### src/logic/pia_map.svh
// Purpose: register offsets, field masks and frame constants
// Assumes: 16-bit management registers, 5-bit register addresses
// Notes: definitions only
`ifndef PIA_MAP_SVH
`define PIA_MAP_SVH
`define PIA_REG_ID_LOW 5'h03
`define PIA_REG_ADV 5'h04
`define PIA_REG_LP 5'h05
`define PIA_ADV_RST 16'h01e1
`define PIA_ADV_WR_MASK 16'hadff
`define PIA_LP_MASK 16'hefff
`define PIA_ADV_NP 15
`define PIA_ADV_RF 13
`define PIA_ADV_ASYM 11
`define PIA_ADV_PAUSE 10
`define PIA_ADV_T4 9
`define PIA_ADV_TECH_MSB 8
`define PIA_ADV_TECH_LSB 5
`define PIA_ADV_UPPER_LSB 6
`define PIA_SEL_8023 5'h01
`define PIA_PRE_LAST 6'h1f
`define PIA_ADDR_LAST 6'h09
`define PIA_DATA_LAST 6'h0f
`define PIA_OP_WR 2'h1
`define PIA_OP_RD 2'h2
`define PIA_GAP_NS 500
`define PIA_CLK_NS 10
`define PIA_GAP_CYC ((`PIA_GAP_NS + `PIA_CLK_NS - 1) / `PIA_CLK_NS)
`endif

### src/logic/pia_pkg.sv
// Purpose: shared types of the identifier and advertisement bank
// Assumes: nothing
// Notes: constants live in pia_map.svh
`default_nettype none
package pia_pkg;
   typedef logic [15:0] pia_word_t;
   typedef enum logic [2:0] {
      S_PRE, S_IDLE, S_ST, S_OP, S_ADDR, S_TA, S_DATA, S_GAP
   } pia_mdio_st_t;
endpackage
`default_nettype wire

### src/logic/pia_reg_if.sv
// Purpose: register access between frame engine and register bank
// Assumes: single clock domain
// Notes: rdata is registered one cycle after addr
`default_nettype none
interface pia_reg_if;
   logic wr;
   logic [4:0] addr;
   pia_pkg::pia_word_t wdata;
   pia_pkg::pia_word_t rdata;
   modport eng (output wr, output addr, output wdata, input rdata);
   modport bank (input wr, input addr, input wdata, output rdata);
endinterface
`default_nettype wire

### src/logic/pia_sync.sv
// Purpose: two-flop synchroniser for pin inputs
// Assumes: inputs are quasi-static or slow against the core clock
// Notes: no reset, so reset must be held for at least three edges
`default_nettype none
module pia_sync #(
   parameter int W = 1
) (
   input wire logic i_clk,
   input wire logic [W-1:0] i_d,
   output logic [W-1:0] o_q
);
   logic [W-1:0] meta_q;
   always_ff @(posedge i_clk) begin
      meta_q <= i_d;
      o_q <= meta_q;
   end
endmodule
`default_nettype wire

### src/logic/pia_regs.sv
// Purpose: identifier, local advertisement and partner ability registers
// Assumes: straps already synchronised and stable during reset
// Notes: read data is registered from the address
`include "pia_map.svh"
`default_nettype none
module pia_regs #(
   parameter logic [5:0] OUI_LOW = 6'h2a,
   parameter logic [5:0] MODEL_BASIC = 6'h05,
   parameter logic [5:0] MODEL_ENH = 6'h06,
   parameter logic [3:0] REVISION = 4'h2
) (
   input wire logic i_clk,
   input wire logic i_srst,
   pia_reg_if.bank rb,
   input wire logic i_basic_mode,
   input wire logic [3:0] i_strap_tech,
   input wire logic i_lp_valid,
   input wire pia_pkg::pia_word_t i_lp_page,
   output pia_pkg::pia_word_t o_id,
   output pia_pkg::pia_word_t o_adv,
   output pia_pkg::pia_word_t o_lp
);
   // a literal cannot be part-selected, so the reset word gets a name
   localparam pia_pkg::pia_word_t ADV_RST = `PIA_ADV_RST;
   pia_pkg::pia_word_t adv_rst, adv_wr, rd_mux;
   logic [2:0] upper_rst;
   logic mode_basic_q;
   // enhanced mode keeps the nominal ones for the three upper bits
   assign upper_rst = i_basic_mode ? i_strap_tech[3:1] :
                      ADV_RST[`PIA_ADV_TECH_MSB:`PIA_ADV_UPPER_LSB];
   assign adv_rst = {ADV_RST[15:`PIA_ADV_TECH_MSB+1], upper_rst, i_strap_tech[0],
                     ADV_RST[`PIA_ADV_TECH_LSB-1:0]};
   assign adv_wr = rb.wdata & `PIA_ADV_WR_MASK;
   assign o_id = {OUI_LOW, mode_basic_q ? MODEL_BASIC : MODEL_ENH, REVISION};
   assign rd_mux = (rb.addr == `PIA_REG_ID_LOW) ? o_id :
                   (rb.addr == `PIA_REG_ADV) ? o_adv :
                   (rb.addr == `PIA_REG_LP) ? o_lp : 16'h0000;
   always_ff @(posedge i_clk) begin
      if (i_srst) begin
         o_adv <= adv_rst;
         o_lp <= 16'h0000;
         mode_basic_q <= i_basic_mode;
         rb.rdata <= 16'h0000;
      end else begin
         if (rb.wr && rb.addr == `PIA_REG_ADV) begin
            o_adv <= adv_wr;
         end
         if (i_lp_valid) begin
            o_lp <= i_lp_page & `PIA_LP_MASK;
         end
         rb.rdata <= rd_mux;
      end
   end
endmodule
`default_nettype wire

### src/logic/pia_top.sv
// Purpose: management access to identifier and auto-negotiation words
// Assumes: management clock far slower than the core clock
// Notes: mdc and mdio are sampled by the core clock, edges found here
`include "pia_map.svh"
`default_nettype none
// Function
// - identifier top six bits give oui low
// - model number bits nine to four, mode dependent
// - revision number in lowest four bits
// - next page request bit, writable, reset zero
// - asymmetric pause bit, writable, reset zero
// - symmetric pause bit, writable, reset zero
// - four-pair bit reads zero always
// - speed duplex bits writable, loaded from straps in basic mode, only the lowest one in enhanced mode
// - forced mode ignores speed duplex bits
// - selector field writable, resets to one
// - partner next page bit, reset zero
// - partner acknowledge bit, reset zero
// - partner remote fault bit, reset zero
// - partner pause abilities, reset zero
// - partner speed duplex abilities, reset zero
// - partner selector field, reset zero
// - preamble after reset or a malformed frame, otherwise gap and idle edge
module pia_top #(
   parameter logic [5:0] OUI_LOW = 6'h2a, // arbitrary value
   parameter logic [5:0] MODEL_BASIC = 6'h05, // arbitrary value
   parameter logic [5:0] MODEL_ENH = 6'h06, // arbitrary value
   parameter logic [3:0] REVISION = 4'h2 // arbitrary value
) (
   // clock and reset
   input wire logic i_core_clk,
   input wire logic i_srst,
   // management pins
   input wire logic i_mdc,
   input wire logic i_mdio,
   output logic o_mdio,
   output logic o_mdio_oe,
   // bootstrap pins
   input wire logic [4:0] i_strap_phy_addr,
   input wire logic i_strap_basic_mode,
   input wire logic [3:0] i_strap_tech,
   // auto-negotiation side
   input wire logic i_force_mode,
   input wire logic i_lp_valid,
   input wire pia_pkg::pia_word_t i_lp_page,
   output pia_pkg::pia_word_t o_an_adv,
   output pia_pkg::pia_word_t o_lp_ability
);
   pia_reg_if rif ();
   logic [1:0] pin_s;
   logic [9:0] strap_s;
   logic mdc_s, mdi, mdc_d_q, rise;
   logic [4:0] phy_addr_q;
   pia_pkg::pia_mdio_st_t st_q, st_d;
   logic [5:0] cnt_q, cnt_d;
   pia_pkg::pia_word_t sh_q, sh_d, wdata_q, wdata_d;
   logic rd_q, rd_d, hit_q, hit_d, wr_q, wr_d;
   logic mdo_q, mdo_d, oe_q, oe_d;
   logic [4:0] reg_q, reg_d;
   logic [1:0] op_w;
   logic [9:0] addr_w;
   pia_pkg::pia_word_t id_w, adv_w, an_adv_d;

   pia_sync #(.W(2)) u_pin_sync (
      .i_clk(i_core_clk),
      .i_d({i_mdc, i_mdio}),
      .o_q(pin_s)
   );
   pia_sync #(.W(10)) u_strap_sync (
      .i_clk(i_core_clk),
      .i_d({i_strap_phy_addr, i_strap_basic_mode, i_strap_tech}),
      .o_q(strap_s)
   );
   pia_regs #(
      .OUI_LOW(OUI_LOW),
      .MODEL_BASIC(MODEL_BASIC),
      .MODEL_ENH(MODEL_ENH),
      .REVISION(REVISION)
   ) u_regs (
      .i_clk(i_core_clk),
      .i_srst(i_srst),
      .rb(rif.bank),
      .i_basic_mode(strap_s[4]),
      .i_strap_tech(strap_s[3:0]),
      .i_lp_valid(i_lp_valid),
      .i_lp_page(i_lp_page),
      .o_id(id_w),
      .o_adv(adv_w),
      .o_lp(o_lp_ability)
   );

   assign mdc_s = pin_s[1];
   assign mdi = pin_s[0];
   assign rise = mdc_s & ~mdc_d_q;
   assign op_w = {sh_q[0], mdi};
   assign addr_w = {sh_q[8:0], mdi};
   assign rif.wr = wr_q;
   assign rif.addr = reg_q;
   assign rif.wdata = wdata_q;
   assign o_mdio = mdo_q;
   assign o_mdio_oe = oe_q;
   // forced links take speed and duplex elsewhere, so hide the bits
   assign an_adv_d = i_force_mode ?
      {adv_w[15:`PIA_ADV_TECH_MSB+1], 4'h0, adv_w[`PIA_ADV_TECH_LSB-1:0]} :
      adv_w;

   // frame engine: every step happens on a sampled rising mdc edge
   always_comb begin
      st_d = st_q;
      cnt_d = cnt_q + 6'h01;
      sh_d = {sh_q[14:0], mdi};
      rd_d = rd_q;
      hit_d = hit_q;
      reg_d = reg_q;
      mdo_d = mdo_q;
      oe_d = oe_q;
      wr_d = 1'b0;
      wdata_d = wdata_q;
      if (rise) begin
         unique case (st_q)
            pia_pkg::S_PRE: begin
               if (!mdi) begin
                  cnt_d = 6'h00;
               end else if (cnt_q == `PIA_PRE_LAST) begin
                  st_d = pia_pkg::S_IDLE;
               end
            end
            pia_pkg::S_IDLE: begin
               if (!mdi) begin
                  st_d = pia_pkg::S_ST;
               end
            end
            pia_pkg::S_ST: begin
               cnt_d = 6'h00;
               st_d = mdi ? pia_pkg::S_OP : pia_pkg::S_PRE;
            end
            pia_pkg::S_OP: begin
               if (cnt_q == 6'h01) begin
                  cnt_d = 6'h00;
                  rd_d = (op_w == `PIA_OP_RD);
                  // a bad opcode costs a full preamble again
                  st_d = (op_w == `PIA_OP_RD || op_w == `PIA_OP_WR) ?
                         pia_pkg::S_ADDR : pia_pkg::S_PRE;
               end
            end
            pia_pkg::S_ADDR: begin
               if (cnt_q == `PIA_ADDR_LAST) begin
                  cnt_d = 6'h00;
                  hit_d = (addr_w[9:5] == phy_addr_q);
                  reg_d = addr_w[4:0];
                  st_d = pia_pkg::S_TA;
               end
            end
            pia_pkg::S_TA: begin
               if (cnt_q == 6'h00) begin
                  if (rd_q && hit_q) begin
                     oe_d = 1'b1;
                     mdo_d = 1'b0;
                  end else if (!rd_q && !mdi) begin
                     cnt_d = 6'h00;
                     st_d = pia_pkg::S_PRE;
                  end
               end else begin
                  cnt_d = 6'h00;
                  if (rd_q) begin
                     // a foreign read leaves the data output at rest
                     if (hit_q) begin
                        mdo_d = rif.rdata[15];
                     end
                     sh_d = {rif.rdata[14:0], 1'b0};
                     st_d = pia_pkg::S_DATA;
                  end else if (mdi) begin
                     st_d = pia_pkg::S_PRE;
                  end else begin
                     st_d = pia_pkg::S_DATA;
                  end
               end
            end
            pia_pkg::S_DATA: begin
               if (rd_q) begin
                  if (hit_q) begin
                     mdo_d = sh_q[15];
                  end
                  sh_d = {sh_q[14:0], 1'b0};
               end
               if (cnt_q == `PIA_DATA_LAST) begin
                  oe_d = 1'b0;
                  mdo_d = 1'b0;
                  wr_d = !rd_q && hit_q;
                  wdata_d = {sh_q[14:0], mdi};
                  st_d = pia_pkg::S_GAP;
               end
            end
            pia_pkg::S_GAP: begin
               // the next frame may start only after an idle-high edge
               if (mdi) begin
                  st_d = pia_pkg::S_IDLE;
               end
            end
         endcase
      end else begin
         cnt_d = cnt_q;
         sh_d = sh_q;
      end
   end

   always_ff @(posedge i_core_clk) begin
      if (i_srst) begin
         st_q <= pia_pkg::S_PRE;
         cnt_q <= 6'h00;
         sh_q <= 16'h0000;
         rd_q <= 1'b0;
         hit_q <= 1'b0;
         reg_q <= 5'h00;
         mdo_q <= 1'b0;
         oe_q <= 1'b0;
         wr_q <= 1'b0;
         wdata_q <= 16'h0000;
         mdc_d_q <= 1'b1;
         phy_addr_q <= strap_s[9:5];
         o_an_adv <= `PIA_ADV_RST;
      end else begin
         st_q <= st_d;
         cnt_q <= cnt_d;
         sh_q <= sh_d;
         rd_q <= rd_d;
         hit_q <= hit_d;
         reg_q <= reg_d;
         mdo_q <= mdo_d;
         oe_q <= oe_d;
         wr_q <= wr_d;
         wdata_q <= wdata_d;
         mdc_d_q <= mdc_s;
         o_an_adv <= an_adv_d;
      end
   end

   logic adv_wr_w;
   assign adv_wr_w = wr_q && reg_q == `PIA_REG_ADV;
endmodule
`default_nettype wire

### config.mk
export PLATFORM = sky130hd
export DESIGN_NAME = pia_top
export DESIGN_NICKNAME = d
export VERILOG_FILES = /design/src/logic/pia_pkg.sv /design/src/logic/pia_reg_if.sv /design/src/logic/pia_sync.sv /design/src/logic/pia_regs.sv /design/src/logic/pia_top.sv
export VERILOG_INCLUDE_DIRS = /design/src /design/src/logic
export SDC_FILE = /design/constraint.sdc
export NUM_CORES = 1
export LEC_CHECK = 0
export BUFFER_PORTS_ARGS = -buffer_cell sky130_fd_sc_hd__buf_2
export CAP_MARGIN = 20
export CORE_ASPECT_RATIO = 0.6
export CORE_UTILIZATION = 45
export DETAILED_ROUTE_END_ITERATION = 6
export SLEW_MARGIN = 20
export SYNTH_ARGS = -nofsm -noshare
export SYNTH_HDL_FRONTEND = slang
export SYNTH_SLANG_ARGS = --single-unit
### constraint.sdc
create_clock -name i_core_clk -period 2.27 [get_ports i_core_clk]
set_input_delay 0.227 -clock i_core_clk [delete_from_list [all_inputs] [get_ports i_core_clk]]
set_output_delay 0.227 -clock i_core_clk [all_outputs]
set_load 0.1 [all_outputs]
==> metrics.csv <==
metric,value,unit
area_growth_syn_to_layout,24.8,%
post-route-period-util,92.7,%
ys_ff_latch,135,
layout_common_cells,"dfxtp_1 (125), nand2_1 (73), buf_2 (59), nor2_1 (51), mux2i_1 (43)",
hp-class,primary input to flip-flop,
viasPerCell,5.15,
final_cells,745,
finalHoldViolCount,0,
grtUsageTotal,19.3,%
maxSlewViolCount,0,
synth-compound-area-share,10.1,%
synthMuxAreaShare,10.1,%
grt_pass1_wl,17500,um
fin_nets,629,
layout_commonest_cell,dfxtp_1,
ys_warn_count,0,
pin_count,66,
cts-root-buf,clkbuf_16,
synth-simple-area-share,18.5,%
cts_made_buffers,17,
drive_gt1_share,21.0,%
seq_area_frac_synth,55.4,%
drv_cap,0,
core,10700,um2
overflow,0,
ir_worst_vdd,0.000629,V
fill_cells,950,
gp_congestion,0.826,
place_ws,0.194,ns
portBuffers,60,
total_power,5830,uW
cp_top_family,simple AND/OR/NAND/NOR gates,
syn-instance-count,516,
async_flop_share,0,%
ant_nets,0,
start_kind,flip-flop,
synth_top_family_by_area,simple AND/OR/NAND/NOR gates,
drtIter0Drc,235,
start_util,47.1,%
post-route-drc-count,0,
h-tree-depth,4,
die_area,11700,um2
synth_area,5060,um2
finClkSkew,0.0101,ns
synthXorXnorAreaFrac,1.04,%
fin_crit,2.10,ns
slew_headroom,65.5,%
p_per_area,924,nW/um2
cts.path.max_buffers,2,
dominantRegCellSynth,dfxtp_1,
path_class,flip-flop to flip-flop,
die-width,139,um
utilization,58.8,%
crit_chain,ha_1 -> nand3_2 -> or3_4 -> a21o_1 -> or3b_4 -> o41ai_2,
grt_max_degree,54,
tightestPinTransition,0.518,ns
rows,29,
crit_fanout,6,
cp.arrival,2.43,ns
max_stage_delay,0.41,ns
clk-insertion-delay-late,0.41,ns
finalWirelength,10700,um
rsz0062_at_grt,false,
regArea,2800,um2
cts_sinks,135,
fin_setup_tns,0,ns
cts_tree,yes,
multi_input_area,2080,um2
synth_fa_ha_area_share,0.990,%
timing.final.ws_setup,0.165,ns
synth_cell_types,54,
syn_avg_cell_area,9.80,um2
die_h,84.1,um
fmax,475,MHz
dp_hpwl,7470,um
crit_path_end_kind,flip-flop,
dp.cells,701,
slowest_stage,or3_4,
clk_pin_slew_worst_paths,0.06,ns
setup_viol,0,
grt_antenna_before_repair,0,
reg2reg_slack,0.17,ns
grt_pass1_vias,3620,
synth_edf_count,10,
path_buf_inv,0,
vias,3836,
drt-pass1-iter-count,6,
cellLeakagePower,0.00254,uW
wire_per_inst,14.4,um
status,"complete, no violations",
diodes,0,
required,2.59,ns
==> stage by stage <==
| step | hold WS, ns | instance area (um2) |
|---|---|---|
| finish | 0.0494 | 6310 |
| global route | 0.0536 | 6310 |
| CTS | 0.0413 | 6310 |
| detailed placement | 0.314 | 5560 |
| global placement | 0.312 | 5560 |
| floorplan | 0.255 | 5070 |
==> synthesized netlist by cell type (all sizes together) (4+ instances only) <==
master / count / area share [%]
edfxtp: 10 / 5.9
nand2: 73 / 5.4
buf: 12 / 1.3
a21o: 5 / 0.74
nand2b: 5 / 0.62
nor2b: 13 / 1.6
xnor2: 4 / 0.69
o21ai: 7 / 0.69
ha: 4 / 0.99
nor2: 51 / 3.8
nand3b: 4 / 0.59
a211oi: 13 / 1.9
nand3: 13 / 1.4
mux2i: 43 / 8.5
inv: 9 / 0.67
mux2: 7 / 1.6
clkbuf: 24 / 1.8
dfxtp: 125 / 49
nor3: 8 / 0.79
a31oi: 6 / 0.74
a21oi: 39 / 3.9
==> power by group <==
part,total (uW),internal [uW],switching [uW]
clock,2930,1780,1140
sequential,2510,2470,42.4
combinational,396,107,289
==> state kept, by name (all words and copies together), names as in the netlist <==
name,count
sh_q,16
u_regs.o_lp,15
o_mdio_oe,1
hit_q,1
o_an_adv,13
rd_q,1
cnt_q,6
rif.wr,1
u_strap_sync.meta_q,10
u_regs.o_adv,13
u_regs.mode_basic_q,1
mdc_d_q,1
u_regs.rb.rdata,15
u_strap_sync.o_q,10
reg_q,5
st_q,3
u_pin_sync.o_q,2
o_mdio,1
phy_addr_q,5
rif.wdata,13
u_pin_sync.meta_q,2
==> per-layer routing <==
metal	wire length, um	vias up	GRT usage (%)
met4	127	0	7.78
met2	4510	81	28.7
li1	-	1924	-
met5	0	-	0
met3	451	14	4.59
met1	5630	1817	27.2
==> path summary, 6_finish.rpt <==
kind | to | cells after the start | startpoint
min reg2reg | u_strap_sync.o_q[2]$_DFF_P_ | 0 | u_strap_sync.meta_q[2]$_DFF_P_
min | u_regs.o_lp[13]$_SDFFE_PP0P_ | 3 | i_lp_page[13]
max reg2reg | st_q[0]$_SDFFE_PP0P_ | 6 | cnt_q[0]$_SDFFE_PP0P_
max | st_q[0]$_SDFFE_PP0P_ | 6 | cnt_q[0]$_SDFFE_PP0P_
==> cells by family after synthesis <==
kind of cell,after synthesis
compound gates,82
xor+xnor,6
fa+ha+maj,4
buf+inv,45
flops,135
mux,50
other cells,1
simple gates,193
==> final cells by class <==
cell class | instances | share of cell area, %
Tap cell | 139 | 2.75
Inverter | 9 | 0.535
Clock buffer | 17 | 6.74
Timing Repair Buffer | 91 | 9.35
Multi-Input combinational cell | 339 | 32.9
Sequential cell | 135 | 44.4
Clock inverter | 15 | 3.33
==> worst min-delay path: stages <==
cell and delay (ns):
buf_2 0.07, mux2i_1 0.05, nor2_1 0.07
==> repair_timing <==
action | in CTS | in global routing
hold buffers | 12 | 0
buffers inserted | 0 | 0
endpoints found under the hold margin | 12 | 0
gates resized for setup | 0 | 0
(Power assumes the default switching activity.)
